$ cat config.mk
export PLATFORM = sky130hd
export DESIGN_NAME = hbr_regs
export DESIGN_NICKNAME = d
export VERILOG_FILES = /design/src/hw/hbr_regs_pkg.sv /design/src/hw/hbr_regs.sv
export SDC_FILE = /design/constraint.sdc
export NUM_CORES = 1
export LEC_CHECK = 0
export BUFFER_PORTS_ARGS = -buffer_cell sky130_fd_sc_hd__buf_2
export CAP_MARGIN = 20
export CELL_PAD_IN_SITES_DETAIL_PLACEMENT = 1
export CELL_PAD_IN_SITES_GLOBAL_PLACEMENT = 2
export CORE_MARGIN = 10
export CORE_UTILIZATION = 35
export CTS_CLUSTER_DIAMETER = 120
export DETAILED_ROUTE_END_ITERATION = 6
export PLACE_DENSITY = 0.87
export SLEW_MARGIN = 20
export SYNTH_ARGS = -nofsm -noshare
export SYNTH_HDL_FRONTEND = slang
export SYNTH_SLANG_ARGS = --single-unit
$ cat constraint.sdc
create_clock -name mclk -period 1.9 [get_ports mclk]
set_input_delay 0.095 -clock mclk [delete_from_list [all_inputs] [get_ports mclk]]
set_output_delay 0.095 -clock mclk [all_outputs]
set_load 0.1 [all_outputs]
$ cat src/hw/hbr_regs_pkg.sv
/*
 * Package for the H-bridge driver register bank: register addresses, field
 * positions, reset values and the packed carriers for frames and status.
 * Assumes a single synchronous clock domain and a word-level frame port.
 */
package hbr_regs_pkg;

    localparam logic [4:0] ADDR_FAULT_SUMMARY = 5'h00;
    localparam logic [4:0] ADDR_BRIDGE_DIAG = 5'h01;
    localparam logic [4:0] ADDR_DRIVE_CFG = 5'h02;
    localparam logic [4:0] ADDR_PROTECT_CFG = 5'h03;
    localparam logic [4:0] ADDR_CMD_OUT_CTRL = 5'h04;
    localparam logic [4:0] ADDR_OPENLOAD_CFG = 5'h05;

    // Request word field positions.
    localparam int REQ_READ_BIT = 14;
    localparam int REQ_ADDR_HI = 13;
    localparam int REQ_ADDR_LO = 9;

    // Fault summary field positions.
    localparam int FS_GLOBAL_BIT = 6;

    // Command and output control field positions.
    localparam int CMD_CLEAR_BIT = 7;
    localparam int CMD_LOCK_HI = 6;
    localparam int CMD_LOCK_LO = 4;

    localparam logic [2:0] LOCK_ENGAGE = 3'h3;
    localparam logic [2:0] LOCK_RELEASE = 3'h4;

    localparam logic [7:0] STATUS_RESET = 8'h00;
    localparam logic [7:0] DRIVE_CFG_RESET = 8'h51;
    localparam logic [7:0] PROTECT_CFG_RESET = 8'h0C;
    localparam logic [7:0] CMD_OUT_CTRL_RESET = 8'h40;
    localparam logic [7:0] OPENLOAD_CFG_RESET = 8'h00;
    localparam logic [1:0] RESP_STATUS_TOP = 2'h3;

    // Raw condition inputs from the protection circuits.
    typedef struct packed {
        logic overtemp_warning;
        logic supply_undervoltage;
        logic charge_pump_undervoltage;
        logic thermal_shutdown;
        logic open_load_hb1;
        logic open_load_hb2;
        logic current_regulating_hb1;
        logic current_regulating_hb2;
        logic overcurrent_high_fet_hb1;
        logic overcurrent_low_fet_hb1;
        logic overcurrent_high_fet_hb2;
        logic overcurrent_low_fet_hb2;
    } hbr_events_t;

    typedef struct packed {
        logic valid;
        logic [15:0] word;
    } hbr_frame_t;

    typedef enum logic [1:0] {
        HBR_IDLE = 2'b00,
        HBR_EXEC = 2'b01,
        HBR_ANSWER = 2'b11
    } hbr_state_t;

endpackage

$ cat src/hw/hbr_regs.sv
/*
 * Register bank of the H-bridge driver. Takes one received 16-bit request
 * word per valid pulse and returns a 16-bit answer word.
 * Assumes the frame shifter outside delivers only complete, well-formed
 * frames and that event inputs are synchronous to mclk.
 */
// How it works
// - Fault and diagnostic registers ignore host writes.
// - Bit six is complement of fault pin.
// - Fault summary bits five down to zero.
// - Diagnostic bits seven, six flag open load.
// - Diagnostic bits five, four show current regulation.
// - Diagnostic bits three to zero flag overcurrent.
// - Status registers reset to zero.
// - Addresses two through five read and write.
// - Drive configuration field layout held as written.
// - Protection configuration field layout held as written.
// - Command register holds lock, disables, drives; clear bit not stored.
// - Fault clear wipes flags, self-resets.
// - Lock code freezes drive configuration.
// - Request word: read bit, address, data.
// - Answer word: status byte, then register.
module hbr_regs
    import hbr_regs_pkg::*;
(
    // Clock and reset
    input wire logic mclk,
    input wire logic nrst,
    // Request and answer words
    input hbr_frame_t req,
    output hbr_frame_t resp,
    // Protection conditions
    input hbr_events_t events,
    // Configuration outputs to the bridge logic, and the fault pin
    output logic [7:0] drive_cfg,
    output logic [7:0] protect_cfg,
    output logic [7:0] cmd_out_ctrl,
    output logic [7:0] openload_cfg,
    output logic fault_pin_n
);

    hbr_state_t state_r;
    logic [15:0] word_r;
    logic [7:0] fault_r;
    logic [7:0] diag_r;
    logic [7:0] drive_r;
    logic [7:0] protect_r;
    logic [7:0] cmd_r;
    logic [7:0] openload_r;
    logic fault_pin_n_r;
    logic locked_r;
    logic clear_now;
    logic wr_en;
    logic [4:0] addr;
    logic [7:0] wdata;
    logic [7:0] fault_nxt;
    logic [7:0] diag_nxt;
    logic any_fault;

    function automatic logic [7:0] read_reg(input logic [4:0] a, input logic [7:0] f,
        input logic [7:0] d, input logic [7:0] c2, input logic [7:0] c3,
        input logic [7:0] c4, input logic [7:0] c5);
        case (a)
            ADDR_FAULT_SUMMARY: read_reg = f;
            ADDR_BRIDGE_DIAG: read_reg = d;
            ADDR_DRIVE_CFG: read_reg = c2;
            ADDR_PROTECT_CFG: read_reg = c3;
            ADDR_CMD_OUT_CTRL: read_reg = c4;
            ADDR_OPENLOAD_CFG: read_reg = c5;
            default: read_reg = 8'h00;
        endcase
    endfunction

    assign addr = word_r[REQ_ADDR_HI:REQ_ADDR_LO];
    assign wdata = word_r[7:0];
    assign wr_en = (state_r == HBR_EXEC) && !word_r[REQ_READ_BIT];
    assign clear_now = wr_en && (addr == ADDR_CMD_OUT_CTRL) && wdata[CMD_CLEAR_BIT];

    // Status flags other than regulation and the global bit six are sticky: a set in the clear cycle wins over the clear.
    always_comb
    begin
        fault_nxt = fault_r;
        diag_nxt = diag_r;
        if (clear_now)
        begin
            fault_nxt = STATUS_RESET;
            diag_nxt = STATUS_RESET;
        end
        fault_nxt[5] = fault_nxt[5] | events.overtemp_warning;
        fault_nxt[4] = fault_nxt[4] | events.supply_undervoltage;
        fault_nxt[3] = fault_nxt[3] | events.charge_pump_undervoltage;
        fault_nxt[1] = fault_nxt[1] | events.thermal_shutdown;
        diag_nxt[7] = diag_nxt[7] | events.open_load_hb1;
        diag_nxt[6] = diag_nxt[6] | events.open_load_hb2;
        // Regulation is a live level, never latched.
        diag_nxt[5] = events.current_regulating_hb1;
        diag_nxt[4] = events.current_regulating_hb2;
        diag_nxt[3] = diag_nxt[3] | events.overcurrent_high_fet_hb1;
        diag_nxt[2] = diag_nxt[2] | events.overcurrent_low_fet_hb1;
        diag_nxt[1] = diag_nxt[1] | events.overcurrent_high_fet_hb2;
        diag_nxt[0] = diag_nxt[0] | events.overcurrent_low_fet_hb2;
        fault_nxt[2] = |diag_nxt[3:0];
        fault_nxt[0] = |diag_nxt[7:6];
        fault_nxt[7] = 1'b0;
        any_fault = |fault_nxt[4:0] | (fault_nxt[5] & protect_r[5])
            | (|diag_nxt[5:4] & protect_r[7]);
        fault_nxt[FS_GLOBAL_BIT] = any_fault;
    end

    // Status registers take no host write data; only a command write's clear bit wipes them.
    always_ff @(posedge mclk or negedge nrst)
    begin
        if (!nrst)
        begin
            fault_r <= STATUS_RESET;
            diag_r <= STATUS_RESET;
            fault_pin_n_r <= 1'b1;
        end
        else
        begin
            fault_r <= fault_nxt;
            diag_r <= diag_nxt;
            fault_pin_n_r <= ~fault_nxt[FS_GLOBAL_BIT];
        end
    end

    always_ff @(posedge mclk or negedge nrst)
    begin
        if (!nrst)
        begin
            state_r <= HBR_IDLE;
            word_r <= 16'h0000;
        end
        else
        begin
            case (state_r)
                HBR_IDLE:
                begin
                    if (req.valid)
                    begin
                        word_r <= req.word;
                        state_r <= HBR_EXEC;
                    end
                end
                HBR_EXEC: state_r <= HBR_ANSWER;
                HBR_ANSWER: state_r <= HBR_IDLE;
                default: state_r <= HBR_IDLE;
            endcase
        end
    end

    // Configuration writes; unmapped and status addresses fall through.
    always_ff @(posedge mclk or negedge nrst)
    begin
        if (!nrst)
        begin
            drive_r <= DRIVE_CFG_RESET;
            protect_r <= PROTECT_CFG_RESET;
            cmd_r <= CMD_OUT_CTRL_RESET;
            openload_r <= OPENLOAD_CFG_RESET;
            locked_r <= 1'b0;
        end
        else if (wr_en)
        begin
            case (addr)
                ADDR_DRIVE_CFG:
                begin
                    if (!locked_r)
                        drive_r <= wdata;
                end
                ADDR_PROTECT_CFG: protect_r <= wdata;
                ADDR_CMD_OUT_CTRL:
                begin
                    cmd_r <= {1'b0, wdata[6:0]};
                    if (wdata[CMD_LOCK_HI:CMD_LOCK_LO] == LOCK_ENGAGE)
                        locked_r <= 1'b1;
                    else if (wdata[CMD_LOCK_HI:CMD_LOCK_LO] == LOCK_RELEASE)
                        locked_r <= 1'b0;
                end
                ADDR_OPENLOAD_CFG: openload_r <= wdata;
                default: ;
            endcase
        end
    end

    // Answer carries the contents as they stood before the write.
    always_ff @(posedge mclk or negedge nrst)
    begin
        if (!nrst)
            resp <= '0;
        else if (state_r == HBR_EXEC)
        begin
            resp.valid <= 1'b1;
            resp.word <= {RESP_STATUS_TOP, fault_r[5:0],
                read_reg(addr, fault_r, diag_r, drive_r, protect_r, cmd_r,
                openload_r)};
        end
        else
            resp.valid <= 1'b0;
    end

    assign drive_cfg = drive_r;
    assign protect_cfg = protect_r;
    assign cmd_out_ctrl = cmd_r;
    assign openload_cfg = openload_r;
    assign fault_pin_n = fault_pin_n_r;

    AST_STATUS_RO: assert property (@(posedge mclk) disable iff (!nrst)
        (wr_en && addr <= ADDR_BRIDGE_DIAG && !clear_now && events == '0
        && !diag_r[5] && !diag_r[4]) |=> (fault_r == $past(fault_r)))
        else $error("status changed by host write");
    AST_GLOBAL_PIN: assert property (@(posedge mclk) disable iff (!nrst)
        fault_r[FS_GLOBAL_BIT] == ~fault_pin_n)
        else $error("global fault bit disagrees with pin");
    AST_RESERVED_BIT_ZERO: assert property (@(posedge mclk) disable iff (!nrst)
        !fault_r[7] && (fault_r[2] == |diag_r[3:0]))
        else $error("fault summary layout wrong");
    AST_OPENLOAD: assert property (@(posedge mclk) disable iff (!nrst)
        events.open_load_hb1 |=> diag_r[7])
        else $error("open load hb1 not flagged");
    AST_REGULATION: assert property (@(posedge mclk) disable iff (!nrst)
        ##1 diag_r[5] == $past(events.current_regulating_hb1))
        else $error("regulation bit does not follow");
    AST_OVERCURRENT: assert property (@(posedge mclk) disable iff (!nrst)
        events.overcurrent_low_fet_hb2 |=> diag_r[0] && fault_r[2])
        else $error("overcurrent not flagged");
    AST_CLEAR_SELF: assert property (@(posedge mclk) disable iff (!nrst)
        clear_now |=> !cmd_r[CMD_CLEAR_BIT] && (events != '0 || !fault_r[3]))
        else $error("fault clear failed");
    AST_LOCK_HOLD: assert property (@(posedge mclk) disable iff (!nrst)
        (locked_r && wr_en && addr == ADDR_DRIVE_CFG) |=> $stable(drive_r))
        else $error("locked drive configuration changed");
    AST_ANSWER_TIME: assert property (@(posedge mclk) disable iff (!nrst)
        (state_r == HBR_IDLE && req.valid) |-> ##2 resp.valid
        && resp.word[15:14] == RESP_STATUS_TOP)
        else $error("answer late or malformed");
    AST_RESERVED_WR: assert property (@(posedge mclk) disable iff (!nrst)
        (wr_en && addr > ADDR_OPENLOAD_CFG) |=> $stable(drive_r) && $stable(cmd_r))
        else $error("reserved write changed state");

endmodule

* After elaboration in Yosys (flattened, before gate mapping)
Cells that the tools add are included.
Storage, ports and cells: bits in registers 81, bits of input ports 31, output and inout port bits 50, logic and storage cells 62
Cells by class: equal/unequal tests 9, mux-type cells 8, bitwise logic cells 16, reductions and logical operators 17
Operators with widths (number):
- one-hot mux 8 bit (6 select lines) | 1
- bitwise OR 1 bit | 12
- == test 5 x 2 -> 1 bit (second input constant) | 2
- == test 5 x 3 -> 1 bit (second input constant) | 2
- OR reduction 9 bit | 1
- two-way mux 8 bit | 1
- AND reduction 2 bit | 4
- two-way mux 6 bit | 1
- AND reduction 3 bit | 2
- == test 5 x 1 -> 1 bit (second input constant) | 1
- logical NOT 5 bit | 1
- one-hot mux 2 bit (2 select lines) | 1
- OR reduction 2 bit | 2
- OR reduction 4 bit | 1
- == test 3 x 2 -> 1 bit (second input constant) | 1
- == test 3 bit (second input constant) | 1
- logical AND 1 bit | 3
- two-way mux 1 bit | 3
- AND 1 bit | 2
- == test 2 x 1 -> 1 bit (second input constant) | 1
- logical NOT 2 bit | 1
- two-way mux 2 bit | 1
- inequality test 2 bit (second input constant) | 1
- NOT 1 bit | 2
- 2 further kinds | 2

* Logic depth before layout (Yosys ltp)
Gate-level depths: netlist of the first run.
word-level depth 10, gate-level depth with buffers 6, gate-level depth less buffers 5

* Worst setup path after synthesis of the first run
OpenSTA, ideal clock, no wires.
path type flip-flop to flip-flop, from register drive_r[3] (netlist: drive_cfg[3]), to register resp[3] in the netlist's numbering, setup time 122 ps, arrival 1618 ps, required time 1778 ps, slack 160 ps, stages on the path, launching flop included 5, path buffers 0, period minus slack after synthesis 1740 ps, path through dfrtp_1 > mux4_2 > inv_1 > o22ai_1 > a22o_1
On the way: cells in the longest elaborated chain, start to end 1
Ends and longest elaborated chain:
- start, declared | RTL line hbr_regs.sv:46 | logic [7:0] drive_r;
- start signal, assigned | RTL line hbr_regs.sv:169 | drive_r <= wdata;
- one-hot mux 8 bit (6 select lines) | RTL line hbr_regs.sv:63 | case (a)
- end, declared | RTL line hbr_regs.sv:31 | output hbr_frame_t resp,
Every way passes these cells. A chain may end at the register's enable or synchronous reset.

* Worst setup path in the final report of the first run
from register word_r[13], to register openload_r[2] (netlist: openload_cfg[2])
On the way: cells in the longest elaborated chain, start to end 2
Ends and longest elaborated chain:
- start, declared | RTL line hbr_regs.sv:43 | logic [15:0] word_r;
- start signal, assigned | RTL line hbr_regs.sv:141 | word_r <= req.word;
- == test 5 x 3 -> 1 bit | RTL line hbr_regs.sv:165 | case (addr)
- AND reduction 2 bit (no line)
- end signal, assigned | RTL line hbr_regs.sv:180 | ADDR_OPENLOAD_CFG: openload_r <= wdata;
- end, declared | RTL line hbr_regs.sv:49 | logic [7:0] openload_r;
Every way passes these cells.

==> results.yml, run 1 <==
synthesis:
  ys_top_cells_by_area: "dfrtp_1, mux2_2, dfstp_2"
  synthFlopType: "dfrtp_1"
  async_flop_share_pct: 100
  yosys.area.top_type_share_pct: 53.1
  yosysWarnings: 0
  syn_area_sq_um: 3440
  synth.most_common_cell: "dfrtp_1"
  synth_edf_count: 0
  ys_types: 49
  yosysTopAreaCell: "dfrtp_1"
  syn_area_per_cell_sq_um: 12.7
  seq_area_frac_synth_pct: 58.4
  synth_seq_cells: 80
  synth_top_cells_by_count: "dfrtp_1, mux2_2, nand2_1, mux2i_1, o21ai_0"
  synthCells: 270
  synth_nets: 301
cts:
  clk-insertion-delay-late_ns: 0.36
  post_cts_buffers: 0
  cts.sinks: 80
  cts_htree_levels: 3
  tritoncts: "built"
  cts.clk_slew.worst_paths_ns: 0.08
  clock-root-buffer: "clkbuf_8"
  cts_made_buffers: 9
  cts_buffer_depth: 2
global_routing:
  grt_usage_pct: 14.6
  grt_max_degree: 42
  antenna_found_initial: 0
  grt_overflow: 0
  grt_pass1_vias: 3017
  grt_pass1_wl_um: 16500
setup_path:
  path_buf_inv: 1
  path_cells: "or3b_1 > nor4_4 > buf_4 > mux2_2"
  r2r_slack_ns: 0.1
  path_depth: 4
  crit_type: "reg -> reg"
  r2r_start: "word_r[13]"
  r2r_cells: 4
  cp-endpoint: "openload_cfg[2]"
  start_kind: "flop"
  crit_fanout: 7
  r2r_end: "openload_cfg[2]"
  crit_family: "simple AND/OR/NAND/NOR gates"
  end_kind: "flop"
  cp.required_ns: 2.14
  cp_slowest_stage_delay_ns: 0.47
  arrival_ns: 2.04
  slowest_stage: "dfrtp_1"
  crit_start: "word_r[13]"
die:
  dieArea_sq_um: 14200
  start_util_pct: 35.5
  io_pins: 81
  row_count: 36
  core_sq_um: 9680
  die_x_um: 119
  die_h_um: 119
sta:
  rsz0062_at_grt: "false"
  finalHoldWorstSlack_ns: 0.257
  tightestPinTransition_ns: 0.548
  setup_viol: 0
  skew_ns: 0.00886
  timing.final.crit_share_pct: 94.7
  slew_violations: 0
  min_period_ns: 1.80
  fmax_mhz: 556
  slew_headroom_pct: 63.5
  hold_viol_final: 0
  tns_ns: 0
route:
  first_iter_violations: 108
  routed_wl_um: 10200
  ant_nets: 0
  drc: 0
  routed-via-count: 2664
  vias_per_cell: 5.01
  wl_per_cell_um: 19.3
  dr.pass1.iters: 4
finish:
  nets: 425
  drive_gt1_share_pct: 43.6
  final_util_pct: 47.3
  insertedDiodeCount: 0
  area_growth_pct: 33.1
placed_design:
  portBuffers: 77
  dp_hpwl_um: 7580
  place_congestion: 0.835
power_and_ir_drop:
  leakage_nw: 2.15
  ir_drop_v: 0.00124
  p_per_area_nw_per_um2: 1830
run_status:
  outcome: "finished, final reports clean"
job:
  maxCapViolations: 0
min_path:
  hold_path.class: "in -> async"
[per-stage QoR]
| step | total power, mW | instances | setup WS, ns | area (sq um) |
|---|---|---|---|---|
| 5_1_grt | 8.82 | 532 | 0.00390 | 4580 |
| 4_1_cts | 8.43 | 532 | 0.0800 | 4570 |
| 3_3_place_gp | 7.06 | 488 | 0.125 | 4100 |
| 3_5_place_dp | 7.17 | 488 | 0.105 | 4100 |
| 2_1_floorplan | 6.11 | 270 | 0.160 | 3440 |
| 6_report | 8.40 | 532 | 0.100 | 4580 |
[state kept, by name (all words and copies together), names as in the netlist]
name          flops
resp             16
cmd_out_ctrl      7
diag_r            8
openload_cfg      8
fault_pin_n       1
word_r           14
drive_cfg         8
protect_cfg       8
locked_r          1
state_r           2
fault_r           7
[area by class of cell]
| cell class | instances | area, sq um |
|---|---|---|
| clock buffers | 12 | 165 |
| clock inverters | 4 | 26.3 |
| fillers | 1051 | 5100 |
| inverters | 5 | 18.8 |
| multi-input cells | 173 | 1360 |
| flip-flops and latches | 80 | 2010 |
| well taps | 133 | 166 |
| repair buffers | 125 | 835 |
[worst min path at each step]
stage | start | endpoint | depth (start not counted)
global placement | nrst | resp[14] | 1
global route | nrst | resp[3] | 2
detailed placement | nrst | resp[14] | 1
finish | nrst | resp[3] | 2
floorplan | nrst | cmd_out_ctrl[0] | 0
CTS | nrst | resp[14] | 2
[layout by cell type (no fill, tap or decap), drive strengths merged, types with 5 or more instances in the layout]
master / Yosys / final
nor2: 7 / 7
buf: 8 / 97
dfstp: 7 / 7
clkbuf: 4 / 12
a22oi: 5 / 5
mux2i: 13 / 13
dfrtp: 73 / 73
nand2: 28 / 28
mux2: 45 / 45
dlygate4sd3: 0 / 28
inv: 4 / 5
o21ai: 11 / 11
a21o: 10 / 10
a21oi: 5 / 5
[report_power, final]
group          switching [mW]  internal (mW)  total (mW)
Combinational            3.34           1.11        4.45
Clock                   0.631          0.582        1.21
Sequential              0.517           2.22        2.74
Total                    4.49           3.91        8.40
[cell families after synthesis]
group / share of synthesized area (%)
AO/OA/AOI/OAI: 8.80
buffers and inverters: 2.43
flip-flops: 58.4
multiplexers: 19.2
other: 0.109
AND/OR/NAND/NOR: 11.1
[routing by layer]
metal | up-vias | GRT usage [%] | wire (um)
li1 | 1222 | - | -
met1 | 1372 | 18.1 | 4610
met2 | 56 | 24.1 | 5060
met3 | 14 | 3.16 | 423
met4 | 0 | 5.88 | 155
met5 | - | 0 | 0
[timing repair]
item                       4_1_cts  5_1_grt
setup endpoints to repair        0        3
hold endpoints to repair        66        0
hold buffers                    28        0
gates resized for setup          0        4
No activity file was read; power rests on OpenSTA's default activity.
==> run 2, diff against run 1 <==
ABC_AREA = 1   (was not set)
CORE_UTILIZATION = 31   (was 35)
CTS_CLUSTER_DIAMETER = 200   (was 120)
PLACE_DENSITY = 0.86   (was 0.87)
==> run 2 against run 1 <==
Core utilization fell by 4.6 points. Wire length increased by 3.9%. Die area is 6.2% higher. Critical path type unchanged. Largest cell class unchanged. Highest routed layer unchanged.
==> results.yml, run 2 <==
cts:
  cts_htree_levels: 3
  cts_made_buffers: 9
  tritoncts: "built"
  clk-insertion-delay-late_ns: 0.35
  post_cts_buffers: 0
  cts.clk_slew.worst_paths_ns: 0.09
  cts_buffer_depth: 2
  clock-root-buffer: "clkbuf_8"
  cts.sinks: 80
setup_path:
  arrival_ns: 2.03
  cp.required_ns: 2.19
  crit_fanout: 5
  path_buf_inv: 0
  crit_type: "reg -> reg"
  r2r_slack_ns: 0.16
  crit_family: "simple AND/OR/NAND/NOR gates"
  cpMostUsedCell: "nand2_1"
  path_cells: "nor2_4 > nand2_1 > nor2_4 > nand3_4 > a21oi_2 > nand2_1 > nor2_1 > nand2_1 > nor2_1"
  end_kind: "flop"
  start_kind: "flop"
  slowest_stage: "dfrtp_1"
  cp_slowest_stage_delay_ns: 0.42
global_routing:
  grt_usage_pct: 14.0
  grt_max_degree: 41
  grt_pass1_wl_um: 16600
  grt_pass1_vias: 3178
  grt_overflow: 0
  antenna_found_initial: 0
placed_design:
  dp_worst_setup_slack_ns: 0.230
  dpl.cell_count: 578
  portBuffers: 77
  place_area_sq_um: 3900
  dp_hpwl_um: 7700
  place_congestion: 0.777
sta:
  tns_ns: 0
  timing.final.crit_share_pct: 91.6
  hold_viol_final: 0
  worst_slack_ns: 0.159
  tightestPinTransition_ns: 0.555
  slew_violations: 0
  setup_viol: 0
  slew_headroom_pct: 63.0
  min_period_ns: 1.74
  fmax_mhz: 574
  rsz0062_at_grt: "false"
  skew_ns: 0.0144
power_and_ir_drop:
  ir_drop_v: 0.000907
  leakage_nw: 2.18
  finalPower_mw: 7.46
  p_per_area_nw_per_um2: 1690
run_status:
  outcome: "finished, final reports clean"
route:
  dr.pass1.iters: 4
  wl_met1_um: 4740
  vias_per_cell: 4.73
  routed-via-count: 2933
  ant_nets: 0
  first_iter_violations: 129
  wl_met2_um: 5200
  highest_layer: "met4"
  wl_per_cell_um: 17.2
  drc: 0
  wl_met3_um: 528
  routed_wl_um: 10600
synthesis:
  seq_area_frac_synth_pct: 61.4
  synth_edf_count: 0
  yosys.area.top_type_share_pct: 55.8
  synth.most_common_cell: "nand2_1"
  syn_area_sq_um: 3280
  ys_top_cells_by_area: "dfrtp_1, nand2_1, dfstp_2"
  synthCells: 362
  ys_types: 26
  yosysTopAreaCell: "dfrtp_1"
  synthFlopType: "dfrtp_1"
  syn_area_per_cell_sq_um: 9.05
  synth_seq_cells: 80
  synth_top_cells_by_count: "nand2_1, dfrtp_1, inv_1, o21ai_1"
  synth_nets: 393
  yosysWarnings: 0
  async_flop_share_pct: 100
job:
  maxCapViolations: 0
finish:
  drive_gt1_share_pct: 28.1
  largest_reg_flops: 16
  stdcell_count: 620
  final_common_cell: "nand2_1"
  fin_area_sq_um: 4410
  area_growth_pct: 34.8
  insertedDiodeCount: 0
  top_regs: "resp (16), word_r (14)"
  n_fill_cell: 1247
  layout_common_cells: "nand2_1, buf_2, dfrtp_1"
  nets: 510
  regMostFlops: "resp"
die:
  start_util_pct: 31.7
  dieArea_sq_um: 15100
  row_count: 37
  die_h_um: 123
  core_sq_um: 10300
  die_x_um: 123
  io_pins: 81
min_path:
  hold_path.class: "in -> reg"
-- run 2: path summary, 6_finish.rpt --
check                      cells past startpoint  startpoint              to
setup / recovery                               9  word_r[13]     fault_pin_n
min in group asynchronous                      2        nrst      word_r[14]
hold reg to reg                                2     resp[9]         resp[9]
hold / removal                                 3      req[5]       word_r[5]
max in group asynchronous                      3        nrst  protect_cfg[2]
setup reg to reg                               9  word_r[13]     fault_pin_n
-- run 2: routing by layer --
layer  global-route usage, %  up-vias
li1                        -     1393
met1                    17.7     1457
met2                    23.3       70
met3                    2.85       13
met4                    5.08        0
met5                       0        -
-- run 2: logic make-up after synthesis --
kind of cell | after synthesis | share of synthesized area (%)
AO/OA/AOI/OAI | 83 | 13.3
buffers and inverters | 59 | 6.99
flip-flops | 80 | 61.4
multiplexers | 2 | 0.687
other | 1 | 0.114
AND/OR/NAND/NOR | 137 | 17.5
-- run 2: report_power, final --
group	switching, mW	internal, mW	total [mW]
clock network	0.645	0.607	1.25
logic	3.06	0.609	3.67
registers	0.362	2.18	2.54
-- run 2: what timing repair did --
action                                  in CTS  in global routing
hold buffers                                25                  0
hold endpoints to repair                    60                  0
endpoints found under the setup margin       0                  1
resized for setup                            0                 12
-- run 2: layout make-up --
| class | count | area (sq um) | share of cell area (%) |
|---|---|---|---|
| sequential | 80 | 2010 | 45.5 |
| multi-input combinational | 224 | 1100 | 25.0 |
| timing repair buffer | 115 | 748 | 17.0 |
| inverter | 49 | 184 | 4.17 |
| tap | 136 | 170 | 3.85 |
| clock buffer | 9 | 124 | 2.81 |
| clock inverter | 7 | 72.6 | 1.64 |
-- run 2: stage by stage --
stage | hold slack [ns] | utilization [%]
3_3_place_gp | 0.109 | 37.8
4_1_cts | 0.00313 | 42.1
6_report | 0.0116 | 42.8
2_1_floorplan | -0.201 | -
5_1_grt | 0.0264 | 42.8
3_5_place_dp | 0.124 | 37.8
-- run 2: tightest hold or removal path, stage by stage --
cell     delay [ns]
buf_2          0.08
nor2_1         0.04
a21oi_1        0.10
==> run 3, diff against run 2 <==
ABC_AREA = not set   (was 1)
CORE_UTILIZATION = 35   (was 31)
PLACE_DENSITY = 0.83   (was 0.86)
==> run 3 against run 2 <==
Wire length fell by 5.7%. Clock-buffer cell count rose by 1. Cell area rose by 4.9%. First-iteration DRC count decreased by 20%. Clock skew is 0.0046 ns lower. Critical endpoint is now protect_cfg[0].
==> results.yml, run 3 (same netlist as run 1, synthesis figures left out) <==
sta:
  slew_headroom_pct: 62.4
  worst_slack_ns: 0.0816
  skew_ns: 0.00981
  min_period_ns: 1.82
  fmax_mhz: 550
  rsz0062_at_grt: "false"
  setup_viol: 0
  finalHoldWorstSlack_ns: 0.243
  tightestPinTransition_ns: 0.559
  hold_viol_final: 0
  timing.final.crit_share_pct: 95.7
  slew_violations: 0
  tns_ns: 0
cts:
  cts.clk_slew.worst_paths_ns: 0.08
  cts_buffer_depth: 2
  tritoncts: "built"
  cts_htree_levels: 3
  clk-insertion-delay-late_ns: 0.34
  clock-root-buffer: "clkbuf_8"
  cts.sinks: 80
  cts_made_buffers: 9
setup_path:
  crit_type: "reg -> reg"
  end_kind: "flop"
  path_cells: "or3b_1 > nor2_1 > nand2_4 > mux2_2"
  arrival_ns: 2.05
  cp.required_ns: 2.13
  path_buf_inv: 0
  start_kind: "flop"
  crit_fanout: 8
  crit_family: "simple AND/OR/NAND/NOR gates"
  slowest_stage: "dfrtp_1"
  cp_slowest_stage_delay_ns: 0.47
finish:
  final_common_cell: "buf_2"
  regMostFlops: "resp"
  nets: 428
  final_util_pct: 47.8
  top_regs: "resp (16), word_r (14)"
  n_fill_cell: 1050
  insertedDiodeCount: 0
  drive_gt1_share_pct: 43.5
  layout_common_cells: "buf_2, dfrtp_1, mux2_2"
  largest_reg_flops: 16
  area_growth_pct: 34.6
global_routing:
  grt_pass1_wl_um: 16200
  grt_usage_pct: 14.2
  grt_overflow: 0
  grt_pass1_vias: 2957
  grt_max_degree: 47
  antenna_found_initial: 0
die:
  io_pins: 81
  row_count: 36
  dieArea_sq_um: 14200
  core_sq_um: 9680
  die_h_um: 119
  die_x_um: 119
  start_util_pct: 35.5
placed_design:
  portBuffers: 77
  dp_worst_setup_slack_ns: 0.0771
  dp_hpwl_um: 7560
  place_congestion: 0.842
power_and_ir_drop:
  p_per_area_nw_per_um2: 1840
  ir_drop_v: 0.000979
  finalPower_mw: 8.54
  leakage_nw: 2.18
route:
  routed-via-count: 2617
  dr.pass1.iters: 4
  drc: 0
  vias_per_cell: 4.89
  first_iter_violations: 103
  ant_nets: 0
  routed_wl_um: 10000
  wl_per_cell_um: 18.8
run_status:
  outcome: "finished, final reports clean"
job:
  maxCapViolations: 0
min_path:
  hold_path.class: "in -> async"
[run 3: metal layers]
metal / GRT usage [%] / share of wire [%] / wire (um) / vias up
met2: 23.7 / 50 / 4970 / 57
met5: 0 / 0 / 0 / -
met4: 3.97 / 0.88 / 88 / 0
li1: - / - / - / 1231
met1: 17.8 / 45 / 4530 / 1323
met3: 3.59 / 4.4 / 442 / 6
[run 3: repair_timing]
action                     CTS  global route
setup buffers                0             1
hold buffers                28             0
setup endpoints to repair    0             8
resized for setup            0             2
hold endpoints to repair    61             0
[run 3: final timing paths]
| check | cells past startpoint | to | from | slack, ns |
|---|---|---|---|---|
| setup / recovery | 4 | protect_cfg[0] | word_r[13] | 0.08 |
| hold reg to reg | 2 | resp[12] | resp[12] | 0.48 |
| max in group asynchronous | 3 | drive_cfg[6] | nrst | 0.99 |
| min in group mclk | 2 | diag_r[5] | events[5] | 0.41 |
| setup reg to reg | 4 | protect_cfg[0] | word_r[13] | 0.08 |
| hold / removal | 2 | resp[14] | nrst | 0.24 |
[run 3: cell type report]
class | count | area [sq um] | area share, %
Clock inverter | 6 | 92.6 | 2.00
Timing Repair Buffer | 128 | 853 | 18.4
Inverter | 5 | 18.8 | 0.405
Sequential cell | 80 | 2010 | 43.4
Tap cell | 133 | 166 | 3.59
Clock buffer | 10 | 128 | 2.76
Multi-Input combinational cell | 173 | 1360 | 29.4
[run 3: through the flow]
stage / cells / cell area, sq um
2_1_floorplan: 270 / 3440
3_3_place_gp: 490 / 4110
3_5_place_dp: 490 / 4110
4_1_cts: 534 / 4610
5_1_grt: 535 / 4630
6_report: 535 / 4630
[run 3: power breakdown]
group / switching, mW / internal (mW)
Sequential: 0.509 / 2.22
Clock: 0.625 / 0.747
Combinational: 3.33 / 1.11
Total: 4.46 / 4.08
[run 3: worst reg2reg max path, cell delays in order (launching register included)]
cell	delay, ns
dfrtp_1	0.47
or3b_1	0.46
nor2_1	0.28
nand2_4	0.19
mux2_2	0.31
